===== config.mk =====
export PLATFORM = sky130hd
export DESIGN_NAME = reset_cause_controller
export DESIGN_NICKNAME = d
export VERILOG_FILES = /design/src/verilog/reset_cause_pkg.sv /design/src/verilog/reset_cause_controller.sv
export VERILOG_INCLUDE_DIRS = /design/src /design/src/verilog
export SDC_FILE = /design/constraint.sdc
export NUM_CORES = 1
export LEC_CHECK = 0
export BUFFER_PORTS_ARGS = -buffer_cell sky130_fd_sc_hd__buf_2
export CAP_MARGIN = 30
export CELL_PAD_IN_SITES_DETAIL_PLACEMENT = 0
export CELL_PAD_IN_SITES_GLOBAL_PLACEMENT = 1
export CORE_UTILIZATION = 46
export DETAILED_ROUTE_END_ITERATION = 10
export PLACE_DENSITY_LB_ADDON = 0.12
export SYNTH_ARGS = -nofsm -noshare
export SYNTH_HDL_FRONTEND = slang
export SYNTH_SLANG_ARGS = --single-unit
export TNS_END_PERCENT = 100

===== constraint.sdc =====
create_clock -name ref_clk -period 2.41 [get_ports ref_clk]
set_input_delay 0.3615 -clock ref_clk [delete_from_list [all_inputs] [get_ports ref_clk]]
set_output_delay 0.3615 -clock ref_clk [all_outputs]
set_load 0.02 [all_outputs]

===== src/verilog/reset_cause_defines.svh =====
// Constants for the reset cause controller: cause bit positions and timing counts.
`ifndef RESET_CAUSE_DEFINES_SVH
`define RESET_CAUSE_DEFINES_SVH
// Cause bit positions in the cause record.
`define CAUSE_BROWNOUT   0
`define CAUSE_POWERON    1
`define CAUSE_PIN        2
`define CAUSE_WAKE_INT   3
`define CAUSE_KEYPAD     4
`define CAUSE_SOFTWARE   5
`define CAUSE_WATCHDOG   6
`define CAUSE_WAKEUP_TMR 7
// Reset value of the cause record and of the enable mask.
`define CAUSE_RESET_VAL  8'h02
`define ENABLE_RESET_VAL 5'h1F
// Timing: clock period in ns, reinit bound in ns, watchdog period in ns.
`define CLK_PERIOD_NS    4
`define REINIT_MAX_NS    1000000
`define WDOG_PERIOD_NS   1000000000
`define REINIT_CYCLES    (`REINIT_MAX_NS / `CLK_PERIOD_NS)
`define WDOG_CYCLES      (`WDOG_PERIOD_NS / `CLK_PERIOD_NS)
`endif


===== src/verilog/reset_cause_pkg.sv =====
// Types shared by the reset cause controller.
package reset_cause_pkg;
    typedef enum logic [2:0] {
        ST_RUN  = 3'b001,
        ST_HOLD = 3'b010,
        ST_WAIT = 3'b100
    } seq_state_e;
    typedef struct packed {
        logic keypad;
        logic wake_int;
        logic software;
        logic watchdog;
        logic wakeup_tmr;
    } mask_s;
endpackage : reset_cause_pkg


===== src/verilog/reset_cause_controller.sv =====
// Reset cause controller: collects reset requests, sequences the core reset, records the cause.
//
// Overview of operation
// - Reinit wait counts up to one millisecond, but release still waits for the oscillator.
// - Latch the latest reset cause for software.
// - Brown-out reset unmaskable, pins go pulled-up.
// - Power-on reset unmaskable, pins go pulled-up.
// - Pin reset unmaskable, fires while low, cause recorded on release.
// - Wake pin in power down, maskable, pins kept.
// - Keypad row low in power down, maskable.
// - Software reset maskable, pins kept.
// - Watchdog expiry maskable, pins go pulled-up.
// - Wake-up timer expiry maskable, pins kept.
// - Watchdog on from reset, one second, stops asleep.
`timescale 1ns/1ps
`include "reset_cause_defines.svh"
module reset_cause_controller #(
    parameter int ROWS        = 8,
    parameter int REINIT_CYC  = `REINIT_CYCLES,
    parameter int WDOG_CYC    = `WDOG_CYCLES
) (
    input  wire logic                  ref_clk,
    input  wire logic                  arst_n,
    input  wire logic                  brownout_reset_request,
    input  wire logic                  reset_pin_n,
    input  wire logic                  external_wake_interrupt_pin,
    input  wire logic [ROWS-1:0]       keypad_row_input,
    input  wire logic                  osc_stable,
    input  wire logic                  power_down,
    input  wire logic                  software_reset,
    input  wire logic                  watchdog_clear,
    input  wire logic                  wakeup_timer_expired,
    input  wire reset_cause_pkg::mask_s cause_enable,
    output logic                       core_reset_n,
    output logic                       gpio_pullup_reset,
    output logic [7:0]                 cause_record,
    output logic                       watchdog_expired
);
    // ************************************************************
    // Input synchronizers
    // ************************************************************
    localparam int NS = 4 + ROWS;
    // Idle level of each raw input: rows and the reset pin idle high, the rest low.
    // Waking the flops at these levels keeps the pin release detector from seeing
    // a false edge right after reset.
    localparam logic [NS-1:0] SYNC_IDLE = {{ROWS{1'b1}}, 4'h2};
    logic [NS-1:0] sync1_reg;
    logic [NS-1:0] sync2_reg;
    logic [NS-1:0] sync_in;
    logic          por_meta_reg;
    logic          por_done_reg;

    // Raw asynchronous inputs gathered for two-flop synchronization.
    assign sync_in = {keypad_row_input, osc_stable, external_wake_interrupt_pin,
                      reset_pin_n, brownout_reset_request};

    // Two-flop synchronizers; the power-on flop pair releases after arst_n rises.
    always_ff @(posedge ref_clk or negedge arst_n) begin
        if (!arst_n) begin
            sync1_reg    <= SYNC_IDLE;
            sync2_reg    <= SYNC_IDLE;
            por_meta_reg <= 1'b0;
            por_done_reg <= 1'b0;
        end else begin
            sync1_reg    <= sync_in;
            sync2_reg    <= sync1_reg;
            por_meta_reg <= 1'b1;
            por_done_reg <= por_meta_reg;
        end
    end

    logic brown_s;
    logic pin_s;
    logic wake_s;
    logic osc_s;
    logic [ROWS-1:0] row_s;
    assign brown_s = sync2_reg[0];
    assign pin_s  = sync2_reg[1];
    assign wake_s = sync2_reg[2];
    assign osc_s  = sync2_reg[3];
    assign row_s  = sync2_reg[NS-1:4];

    // ************************************************************
    // Request decode and sequencer
    // ************************************************************
    logic                    pin_prev_reg;
    logic                    pin_prev_next;
    reset_cause_pkg::seq_state_e state_reg;
    reset_cause_pkg::seq_state_e state_next;
    logic [19:0]             cnt_reg;
    logic [19:0]             cnt_next;
    logic [7:0]              req;
    logic                    any_req;
    logic                    pullup_req;
    logic [7:0]              cause_reg;
    logic [7:0]              cause_next;
    logic                    core_n_reg;
    logic                    core_n_next;
    logic                    pullup_reg;
    logic                    pullup_next;
    logic                    wdog_hit;

    // Requests per cause, masked causes are dropped entirely.
    always_comb begin
        req = '0;
        req[`CAUSE_BROWNOUT]   = brown_s;
        req[`CAUSE_POWERON]    = 1'b0;
        req[`CAUSE_PIN]        = pin_s && !pin_prev_reg;
        req[`CAUSE_WAKE_INT]   = power_down && wake_s && cause_enable.wake_int;
        req[`CAUSE_KEYPAD]     = power_down && !(&row_s) && cause_enable.keypad;
        req[`CAUSE_SOFTWARE]   = software_reset && cause_enable.software;
        req[`CAUSE_WATCHDOG]   = wdog_hit && cause_enable.watchdog;
        req[`CAUSE_WAKEUP_TMR] = wakeup_timer_expired && cause_enable.wakeup_tmr;
        any_req    = |req;
        pullup_req = req[`CAUSE_BROWNOUT] | req[`CAUSE_PIN] | req[`CAUSE_WATCHDOG];
    end

    // Sequencer: hold core reset while the pin is low, then count until the oscillator is stable.
    always_comb begin
        state_next    = state_reg;
        cnt_next      = cnt_reg;
        cause_next    = cause_reg;
        core_n_next   = core_n_reg;
        pullup_next   = pullup_reg;
        pin_prev_next = pin_s;
        case (state_reg)
            reset_cause_pkg::ST_RUN: begin
                if (!pin_s || any_req) begin
                    state_next  = reset_cause_pkg::ST_HOLD;
                    core_n_next = 1'b0;
                    pullup_next = !pin_s || pullup_req;
                    if (any_req) begin
                        cause_next = req;
                    end
                end
            end
            reset_cause_pkg::ST_HOLD: begin
                if (brown_s || !pin_s) begin
                    pullup_next = 1'b1;
                end else begin
                    if (pin_s && !pin_prev_reg) begin
                        cause_next = 8'h04;
                    end
                    state_next = reset_cause_pkg::ST_WAIT;
                    cnt_next   = '0;
                end
            end
            reset_cause_pkg::ST_WAIT: begin
                if (brown_s || !pin_s) begin
                    state_next = reset_cause_pkg::ST_HOLD;
                end else if (osc_s && por_done_reg) begin
                    state_next  = reset_cause_pkg::ST_RUN;
                    core_n_next = 1'b1;
                    pullup_next = 1'b0;
                end else if (cnt_reg < 20'(REINIT_CYC - 1)) begin
                    cnt_next = cnt_reg + 20'h00001;
                end
            end
            default: begin
                state_next = reset_cause_pkg::ST_HOLD;
            end
        endcase
    end

    // Sequencer registers; power-on leaves the core held with pull-ups and power-on recorded.
    always_ff @(posedge ref_clk or negedge arst_n) begin
        if (!arst_n) begin
            state_reg    <= reset_cause_pkg::ST_WAIT;
            cnt_reg      <= '0;
            cause_reg    <= `CAUSE_RESET_VAL;
            core_n_reg   <= 1'b0;
            pullup_reg   <= 1'b1;
            pin_prev_reg <= 1'b1;
        end else begin
            state_reg    <= state_next;
            cnt_reg      <= cnt_next;
            cause_reg    <= cause_next;
            core_n_reg   <= core_n_next;
            pullup_reg   <= pullup_next;
            pin_prev_reg <= pin_prev_next;
        end
    end

    // ************************************************************
    // Watchdog
    // ************************************************************
    logic [27:0] wdog_reg;
    logic [27:0] wdog_next;
    logic        wexp_reg;
    logic        wexp_next;

    // Watchdog counts while running; cleared by firmware, in power down, and in reset.
    always_comb begin
        wdog_hit  = (wdog_reg == 28'(WDOG_CYC - 1));
        wexp_next = wdog_hit;
        if (!core_n_reg || power_down || watchdog_clear || wdog_hit) begin
            wdog_next = '0;
        end else begin
            wdog_next = wdog_reg + 28'h0000001;
        end
    end

    // Watchdog registers.
    always_ff @(posedge ref_clk or negedge arst_n) begin
        if (!arst_n) begin
            wdog_reg <= '0;
            wexp_reg <= 1'b0;
        end else begin
            wdog_reg <= wdog_next;
            wexp_reg <= wexp_next;
        end
    end

    assign core_reset_n      = core_n_reg;
    assign gpio_pullup_reset = pullup_reg;
    assign cause_record      = cause_reg;
    assign watchdog_expired  = wexp_reg;

    // ************************************************************
    // Assertions
    // ************************************************************
    AST_RELEASE_NEEDS_OSC: assert property (@(posedge ref_clk) disable iff (!arst_n)
        $rose(core_n_reg) |-> $past(osc_s))
        else $error("Core reset released without stable oscillator.");
    AST_BROWN_HOLDS: assert property (@(posedge ref_clk) disable iff (!arst_n)
        brown_s |=> !core_n_reg && pullup_reg)
        else $error("Brown-out did not hold reset with pull-ups.");
    AST_SW_MASKED: assert property (@(posedge ref_clk) disable iff (!arst_n)
        (core_n_reg && software_reset && !cause_enable.software && !any_req && pin_s)
        |=> core_n_reg)
        else $error("Masked software request reset the core.");
    AST_SW_KEEPS_PINS: assert property (@(posedge ref_clk) disable iff (!arst_n)
        (state_reg == reset_cause_pkg::ST_RUN && req == 8'h20 && pin_s)
        |=> !pullup_reg && cause_reg == 8'h20)
        else $error("Software reset changed pins or cause.");
    AST_WDOG_PULLUP: assert property (@(posedge ref_clk) disable iff (!arst_n)
        (state_reg == reset_cause_pkg::ST_RUN && req[`CAUSE_WATCHDOG]) |=> pullup_reg)
        else $error("Watchdog reset did not enable pull-ups.");
    AST_WAKE_TMR_CAUSE: assert property (@(posedge ref_clk) disable iff (!arst_n)
        (state_reg == reset_cause_pkg::ST_RUN && req == 8'h80 && pin_s) |=> cause_reg == 8'h80)
        else $error("Wake-up timer cause not recorded.");
    AST_WAKE_PD_ONLY: assert property (@(posedge ref_clk) disable iff (!arst_n)
        !power_down |-> !req[`CAUSE_WAKE_INT] && !req[`CAUSE_KEYPAD])
        else $error("Wake request outside power down.");
    AST_KEYPAD: assert property (@(posedge ref_clk) disable iff (!arst_n)
        (state_reg == reset_cause_pkg::ST_RUN && req == 8'h10 && pin_s)
        |=> !core_n_reg && !pullup_reg && cause_reg == 8'h10)
        else $error("Keypad press in power down gave no reset with pins kept.");
    AST_WDOG_STOP: assert property (@(posedge ref_clk) disable iff (!arst_n)
        power_down |=> wdog_reg == '0)
        else $error("Watchdog ran in power down.");
    AST_PIN_RELEASE: assert property (@(posedge ref_clk) disable iff (!arst_n)
        (state_reg == reset_cause_pkg::ST_HOLD && pin_s && !pin_prev_reg && !brown_s)
        |=> cause_reg == 8'h04 && state_reg == reset_cause_pkg::ST_WAIT)
        else $error("Pin release not recorded.");
    AST_REINIT_BOUND: assert property (@(posedge ref_clk) disable iff (!arst_n)
        state_reg == reset_cause_pkg::ST_WAIT |-> cnt_reg < 20'(REINIT_CYC - 1))
        else $error("Reinitialization wait ran to its time limit.");
    COV_RELEASE: cover property (@(posedge ref_clk) disable iff (!arst_n) $rose(core_n_reg));
    COV_WDOG: cover property (@(posedge ref_clk) disable iff (!arst_n) req[`CAUSE_WATCHDOG]);
    COV_PIN: cover property (@(posedge ref_clk) disable iff (!arst_n) $fell(pin_s));
    COV_KEY: cover property (@(posedge ref_clk) disable iff (!arst_n) req[`CAUSE_KEYPAD]);
endmodule : reset_cause_controller


======== Word-level counts from Yosys, hierarchy flattened ========
Index checks and enable logic that the tools add are counted.
cells by class
  add/sub/neg operators ................... 1
  reductions and logical operators ........ 28
  muxes and demuxes ....................... 20
  bitwise operators ....................... 2
  eq/ne operators ......................... 12
operators with widths
  cell                                                 number
  two-way mux 8 bit                                    4
  adder 28 x 1 -> 28 bit, second input constant        1
  equality test 28 bit, second input constant          1
  two-way mux 28 bit                                   1
  case mux 8 bit (2 select lines)                      1
  inequality test 2 bit, second input constant         7
  two-way mux 3 bit                                    4
  AND reduction 5 bit                                  2
  logical AND 1 bit                                    9
  case mux 3 bit (3 select lines)                      1
  AND reduction 8 bit                                  1
  two-way mux 1 bit                                    7
  OR reduction 7 bit                                   1
  logical OR 1 bit                                     6
  logical NOT 1 bit                                    4
  AND reduction 4 bit                                  1
  nonzero test 2 bit                                   2
  equality test 3 x 1 -> 1 bit, second input constant  1
  equality test 3 x 2 -> 1 bit, second input constant  1
  equality test 3 bit, second input constant           1
  inequality test 3 bit, second input constant         1
  case mux 1 bit (3 select lines)                      1
  AND reduction 3 bit                                  1
  nonzero test 3 bit                                   1
  other kinds (2)                                      3
word-level totals
  register bits ........................... 69
  output and inout bits ................... 11
  bits of input ports ..................... 23
  logic and storage cells ................. 74

======== Longest topological paths before layout ========
Gate-level depths: netlist (run 1).
  depth after elaboration ................. 8
  gate-level depth with buffers ........... 7
  depth with buffers taken out ............ 6

======== Worst setup path after synthesis (run 1) ========
OpenSTA, ideal clock, no wires.
  kind .................................... reg2reg
  start point ............................. register state_reg[1]
  end point ............................... register cause_reg[0], in the netlist cause_record[0]
  data required time ...................... 2.285 ns
  cell stages (with the launch flop) ...... 6
  arrival ................................. 1.985 ns
  slack ................................... 0.301 ns
  cell sequence ........................... dfrtp_1 or3b_1 and3b_2 nand3_2 o41ai_4 mux2_2
on the way
  cells in the longest elaborated chain, start to end .. 3
ends and longest elaborated chain
  item                                                                                 RTL line                       RTL
  start: declaration                                                                   reset_cause_controller.sv:88   reset_cause_pkg::seq_state_e state_reg;
  start signal: assignment                                                             reset_cause_controller.sv:168  state_reg <= reset_cause_pkg::ST_WAIT;
  start signal: assignment                                                             reset_cause_controller.sv:175  state_reg <= state_next;
  equality test 3 x 1 -> 1 bit / equality test 3 x 2 -> 1 bit (equally long branches)  reset_cause_controller.sv:126  case (state_reg)
  inequality test 2 bit (no source line) / nonzero test 2 bit (equally long branches)  -
  AND reduction 5 bit (no source line)                                                 -
  end signal: assignment                                                               reset_cause_controller.sv:170  cause_reg <= `CAUSE_RESET_VAL;
  end signal: assignment                                                               reset_cause_controller.sv:177  cause_reg <= cause_next;
  end: declaration                                                                     reset_cause_controller.sv:95   logic [7:0] cause_reg;
Parallel ways exist; a longest one is shown, timed or not.
A chain may end at the register's enable or synchronous reset.

======== Worst setup path after layout (run 1) ========
  start point ............................. register state_reg[1]
  end point ............................... register cause_reg[4], in the netlist cause_record[4]
Same word-level chain as after synthesis.

==> metrics, run 1 <==
result of the run finished clean; number of distinct library cells after synthesis 45; ratio of routed vias to standard cells ~5.1; most instantiated flip-flop cell in the synthesis netlist sky130_fd_sc_hd__dfrtp_1; initial antenna violation count 0; Final Wtd Congestion between 0.7 and 0.8; post-DP HPWL roughly 3.5 mm; post-synthesis compound-gate area fraction 3.38%; total internal power 1680 uW; share of total power in combinational logic 6.3%; Final Setup Violations 0; antenna diode count 0; Post-Synthesis Cells 244; switching share of power 26.8%; H-Tree Depth 3; Syn. warnings 0; highest fanout seen on the critical path 8; First-pass DRT Iterations 4; sum of negative setup slack 0 ps; WL/cell 14.1 um; die outline width 81.2 um; clk buf depth 2; type of the most critical hold path in2async; post-layout net count a little over 300; post-route cell area between 3000 and 4000 um^2; Post-Route WL 5.17 mm; clock root buffer master sky130_fd_sc_hd__clkbuf_8; Final period util 92.8%; Post-Synth Adder-Cell Area less than 1%; maximum VDD drop 0.513 mV; Min Clock Period, post-route between 2000 and 2500 ps; DRC violation total after the first TritonRoute iteration 91; global-route congestion overflow total 0; first-pass GRT wire length 8.62 mm; maximum number of pins on one net before global-route repair 70; total nets after synthesis 268; initial cell density of the core roughly 48%; number of antenna-violating nets in the routed design 0; startpoint type of the worst setup path register; TritonCTS clock tree yes; simple logic cell fraction of the synthesized area around 22%; Die Footprint ~6600 um^2; sequential cell area fraction in the yosys report 60.8%; via count of the first global-routing pass 1788; max-slew headroom at the worst pin 61.5%; data required time of the worst path approximately 2700 ps; aggregate global-route resource usage between 10% and 20%; commonest non-fill, non-tap cells in the layout sky130_fd_sc_hd__dfrtp_1 (47), sky130_fd_sc_hd__nor2_1 (38), sky130_fd_sc_hd__buf_2 (33); share of synthesized area spent on multiplexers 3.51%; commonest non-fill, non-tap cell in the layout sky130_fd_sc_hd__dfrtp_1; row count 28; Setup Slack @ Placement 89.6 ps; Clock power frac approximately two fifths; final worst-path setup slack 173 ps; total setup buffers inserted after CTS 0; relative contribution of sequential cells to total power 53.7%; Final Skew 11.1 ps; RSZ-0062 raised after global routing no; Critical Path Sink Type register; synthesized-area fraction occupied by xor and xnor cells 7.89%; detailed-route DRC error count 0; power density cells 684 nW/um^2; Cell Area, Synth between 2000 and 3000 um^2; proportion of synthesized flip-flops having asynchronous set or reset 100%; average size of a mapped cell roughly 12 um^2; via count of the routed design 1882; data arrival at the endpoint of the critical path 2470 ps; area grow syn2layout 16.5%; clock transition at the registers of the reported paths 90 ps; sinks on the clock net 69; clock latency on the worst-skew pair 350 ps; core area 5990 um^2; Placed Area 3170 um^2; count of port buffers added during placement 33; number of enable flip-flop cells after synthesis 0; number of buffers added to fix hold violations after cts 0; NetSw ~620 uW; path type of the worst setup path reg2reg; fraction of layout instances using a drive strength above 1 31.8%; main combinational cell family by area after synthesis simple AND/OR/NAND/NOR gates; achievable frequency around 450 MHz; Die Height a little over 80 um; max-slew violations 0; FF+latch count, synth 69; Boundary Pins 34; max cap viols 0; cts bufs inserted 9; total count of hold-check failures in the final report 0; transition at the pin with the smallest max-transition slack 575 ps; number of flip-flops under the largest register name 28; leakage power figure 0.00140 uW
power groups by stage:
stage	Clock, uW	Combinational (uW)	Sequential, uW
2_1_floorplan	0	52.2	1270
3_3_place_gp	0	147	1260
5_1_grt	1010	163	1240
6_report	920	146	1230
4_1_cts	956	149	1240
3_5_place_dp	0	149	1260
layer usage:
| layer | routed length [um] | global-route usage, % | share of wire, % |
|---|---|---|---|
| met1 | 2600 | 25.8 | 50 |
| met2 | 2230 | 24.8 | 43 |
| met3 | 246 | 5.17 | 4.8 |
| met4 | 85 | 7.50 | 1.6 |
| met5 | 0 | 0 | 0 |
per-stage QoR:
| stage | hold slack (ps) | util (%) | std cells | power (uW) |
|---|---|---|---|---|
| after floorplan | 65.9 | - | 244 | 1330 |
| after global placement | 335 | 52.9 | 351 | 1400 |
| after detailed placement | 335 | 52.9 | 351 | 1410 |
| after CTS | 20.5 | 56.1 | 367 | 2340 |
| after global routing | 41.4 | 56.1 | 367 | 2410 |
| final | 5.09 | 56.1 | 367 | 2300 |
path summary, 6_finish.rpt:
check / cells after the start / slack (ps) / from / endpoint
worst max-delay path: 5 / 170 / state_reg[1] / cause_record[4]
worst min-delay path: 2 / 5 / arst_n / wdog_reg[18]
worst max register to register: 5 / 170 / state_reg[1] / cause_record[4]
worst min register to register: 0 / 360 / sync1_reg[1] / sync2_reg[1]
max in group asynchronous: 2 / 2050 / arst_n / sync2_reg[8]
min in group ref_clk: 1 / 100 / keypad_row_input[0] / sync1_reg[4]
critical path, stage by stage, from the launching register on:
cell,delay [ps]
sky130_fd_sc_hd__dfrtp_1,430
sky130_fd_sc_hd__or3b_1,430
sky130_fd_sc_hd__and3b_2,270
sky130_fd_sc_hd__nand3_2,90
sky130_fd_sc_hd__o41ai_4,500
sky130_fd_sc_hd__mux2_2,400
timing repair:
action	4_1_cts	5_1_grt
gates resized for setup	0	0
hold endpoints to repair	0	0
setup endpoints to repair	0	7
synthesized netlist by cell type (2+ instances only):
cell type                  instances  share of area [%]
sky130_fd_sc_hd__dfrtp_1          47                 41
sky130_fd_sc_hd__nor2_1           38                4.9
sky130_fd_sc_hd__dfstp_2          22                 20
sky130_fd_sc_hd__xnor2_1          17                5.2
sky130_fd_sc_hd__nand2_1          16                2.1
sky130_fd_sc_hd__nand3_1          11                1.9
sky130_fd_sc_hd__nand4_1          10                2.2
sky130_fd_sc_hd__mux2_2            9                3.5
sky130_fd_sc_hd__xor2_1            9                2.7
sky130_fd_sc_hd__nor4_1            7                1.5
sky130_fd_sc_hd__nor2b_1           5                1.1
sky130_fd_sc_hd__and3_1            4               0.87
sky130_fd_sc_hd__and4_1            4                1.2
sky130_fd_sc_hd__inv_1             4               0.52
sky130_fd_sc_hd__buf_4             3               0.78
sky130_fd_sc_hd__nand2b_1          3               0.65
sky130_fd_sc_hd__nor3_1            3               0.52
sky130_fd_sc_hd__a21boi_0          2               0.52
sky130_fd_sc_hd__a21oi_1           2               0.35
sky130_fd_sc_hd__o21ai_0           2               0.35
sky130_fd_sc_hd__or4bb_1           2               0.78
logic make-up after synthesis:
| kind of cell | after synthesis |
|---|---|
| other cells | 1 |
| simple gates | 118 |
| xor+xnor | 26 |
| fa+ha+maj | 1 |
| compound gates | 11 |
| mux | 9 |
| flops | 69 |
| buf+inv | 9 |
final cells by class:
| class | instances | area [um^2] |
|---|---|---|
| clock buffer | 9 | 124 |
| clock inverter | 7 | 68.8 |
| fill | 529 | 2630 |
| inverter | 4 | 15.0 |
| multi-input combinational | 166 | 1090 |
| sequential | 69 | 1750 |
| tap | 75 | 93.8 |
| timing repair buffer | 37 | 220 |
Note: power is estimated with default switching activity, not from simulation.
==> run 2, diff against run 1 <==
--- a/config.mk
+++ b/config.mk
@@ -10,9 +10,11 @@
 export CAP_MARGIN = 30
 export CELL_PAD_IN_SITES_DETAIL_PLACEMENT = 0
 export CELL_PAD_IN_SITES_GLOBAL_PLACEMENT = 1
+export CORE_ASPECT_RATIO = 1.5
 export CORE_UTILIZATION = 46
 export DETAILED_ROUTE_END_ITERATION = 10
-export PLACE_DENSITY_LB_ADDON = 0.12
+export GPL_TIMING_DRIVEN = 0
+export PLACE_DENSITY = 0.84
 export SYNTH_ARGS = -nofsm -noshare
 export SYNTH_HDL_FRONTEND = slang
 export SYNTH_SLANG_ARGS = --single-unit
==> metrics, run 2 (synthesized netlist as in run 1, its figures left out) <==
result of the run finished clean; maximum number of pins on one net before global-route repair 70; min-delay src reset_pin_n; number of antenna-violating nets in the routed design 0; initial cell density of the core a little under half; via count of the first global-routing pass between 1500 and 2000; clock transition at the registers of the reported paths 70 ps; top cell family by delay on the critical path simple AND/OR/NAND/NOR gates; clk buf depth 2; post-DP HPWL ~3.7 mm; startpoint type of the worst setup path register; clock root buffer master sky130_fd_sc_hd__clkbuf_8; FF/Latch Area 1750 um^2; First-pass DRT Iterations 4; Critical Path Sink Type register; max-slew violations 0; internal reg-to-reg setup slack 80 ps; Min Clock Period, post-route 2330 ps; fraction of layout instances using a drive strength above 1 32.0%; Post-Route WL about 5.2 mm; first-pass GRT wire length 8.63 mm; Final Wtd Congestion approximately 0.84; post-route cell area 3390 um^2; sinks on the clock net 69; switching share of power 23.2%; commonest non-fill, non-tap cells in the layout sky130_fd_sc_hd__dfrtp_1 (47), sky130_fd_sc_hd__nor2_1 (38), sky130_fd_sc_hd__buf_2 (32); count of port buffers added during placement 33; row count 35; count of cells along the worst register-to-register path 6; Final Setup Violations 0; H-Tree Depth 3; achievable frequency ~430 MHz; number of buffers added to fix hold violations after cts 0; total internal power between 1500 and 2000 uW; Final Core Density 55.6%; area of combinational cells with multiple inputs 1100 um^2; Placed Area 3150 um^2; global-route congestion overflow total 0; ratio of routed vias to standard cells 5.24; max-slew headroom at the worst pin 44.0%; NetSw 548 uW; Worst path max stage delay 580 ps; Setup Slack @ Placement -18.9 ps; Boundary Pins 34; clock latency on the worst-skew pair 340 ps; data required time of the worst path 2630 ps; buffers and inverters on the worst path 1; final worst-path setup slack 82.9 ps; cts bufs inserted 9; Power Total 2360 uW; Clock power frac 41.7%; WL/cell around 14 um; Min-Delay Endpoint sync1_reg[1]; startpoint of the lowest-slack register-to-register path wdog_reg[11]; detailed-route DRC error count 0; max cap viols 0; Die Height ~99 um; aggregate global-route resource usage 17.7%; Final period util 96.6%; transition at the pin with the smallest max-transition slack 840 ps; initial antenna violation count 0; DRC violation total after the first TritonRoute iteration 74; number of flip-flops under the largest register name 28; type of the most critical hold path in2reg; Final Skew roughly 5.8 ps; highest fanout seen on the critical path 8; Die Footprint 6600 um^2; relative contribution of sequential cells to total power a little over half; post-layout net count 313; RSZ-0062 raised after global routing no; area grow syn2layout 17.3%; maximum VDD drop 0.358 mV; data arrival at the endpoint of the critical path between 2000 and 3000 ps; die outline width 66.7 um; via count of the routed design 1928; power density cells 698 nW/um^2; share of total power in combinational logic just over 6%; Reg-to-Reg End cause_record[3]; commonest non-fill, non-tap cell in the layout sky130_fd_sc_hd__dfrtp_1; leakage power figure 0.00142 uW; cell at the slowest stage of the critical path sky130_fd_sc_hd__or4bb_1; depth of the worst hold-timing path 1; number of fill cells between 500 and 600; path type of the worst setup path reg2reg; antenna diode count 0; total count of hold-check failures in the final report 0; core area 6090 um^2; TritonCTS clock tree yes; cell-by-cell trace of the critical path or4bb_1 > nor4_4 > and4_4 > o41ai_4 > buf_4 > mux2_2
==> run 2: cell count changes in the layout (fill, tap and decap cells not counted), moves of 2 or more <==
cell	previous run	this run
sky130_fd_sc_hd__buf_4	2	5
sky130_fd_sc_hd__inv_6	4	1
sky130_fd_sc_hd__inv_8	3	0
sky130_fd_sc_hd__buf_12	2	0
sky130_fd_sc_hd__clkinv_4	0	2
==> run 2: final cells by class <==
cell class,instances,share of cell area (%)
timing repair buffer,34,5.17
buffer,5,0.887
clock inverter,6,2.00
multi-input combinational,166,32.6
inverter,4,0.443
sequential,69,51.8
tap,74,2.73
clock buffer,10,4.40
==> run 2: how the worst max path moves through the flow <==
stage	from	endpoint	cells past startpoint
floorplan	state_reg[1]	cause_record[0]	5
global placement	state_reg[1]	cause_record[7]	5
detailed placement	state_reg[1]	cause_record[3]	5
CTS	state_reg[1]	cause_record[3]	5
global route	wdog_reg[11]	cause_record[3]	6
finish	wdog_reg[11]	cause_record[3]	6
==> run 2: power by group through the flow <==
| stage | sequential [uW] | clock, uW | combinational, uW |
|---|---|---|---|
| 3_3_place_gp | 1250 | 0 | 141 |
| 4_1_cts | 1240 | 1010 | 145 |
| 5_1_grt | 1240 | 1070 | 159 |
| 6_report | 1230 | 986 | 143 |
| 2_1_floorplan | 1270 | 0 | 52.2 |
| 3_5_place_dp | 1260 | 0 | 144 |
==> run 2: routing by layer <==
metal | global-route usage, % | wire, um
met5 | 0 | 0
met4 | 7.69 | 91
met3 | 5.32 | 215
met2 | 28.8 | 2690
met1 | 21.1 | 2220
==> run 2: timing repair <==
| action | in CTS | in global routing |
|---|---|---|
| hold endpoints to repair | 0 | 0 |
| endpoints found under the setup margin | 7 | 4 |
| resized for setup | 0 | 2 |
| setup buffers | 0 | 1 |
| pin swaps | 1 | 1 |
==> run 2: stage by stage <==
step                hold WS (ps)  instances  TNS (ps)
finish                       110        368         0
global route                87.6        368         0
CTS                         96.9        367         0
detailed placement           336        351     -49.2
global placement             333        351         0
floorplan                   65.9        244         0
==> run 2: worst register-to-register path, stage by stage, from the launching register on <==
cell and delay (ps):
sky130_fd_sc_hd__dfrtp_1 450, sky130_fd_sc_hd__or4bb_1 580, sky130_fd_sc_hd__nor4_4 360, sky130_fd_sc_hd__and4_4 310
sky130_fd_sc_hd__o41ai_4 60, sky130_fd_sc_hd__buf_4 180, sky130_fd_sc_hd__mux2_2 280
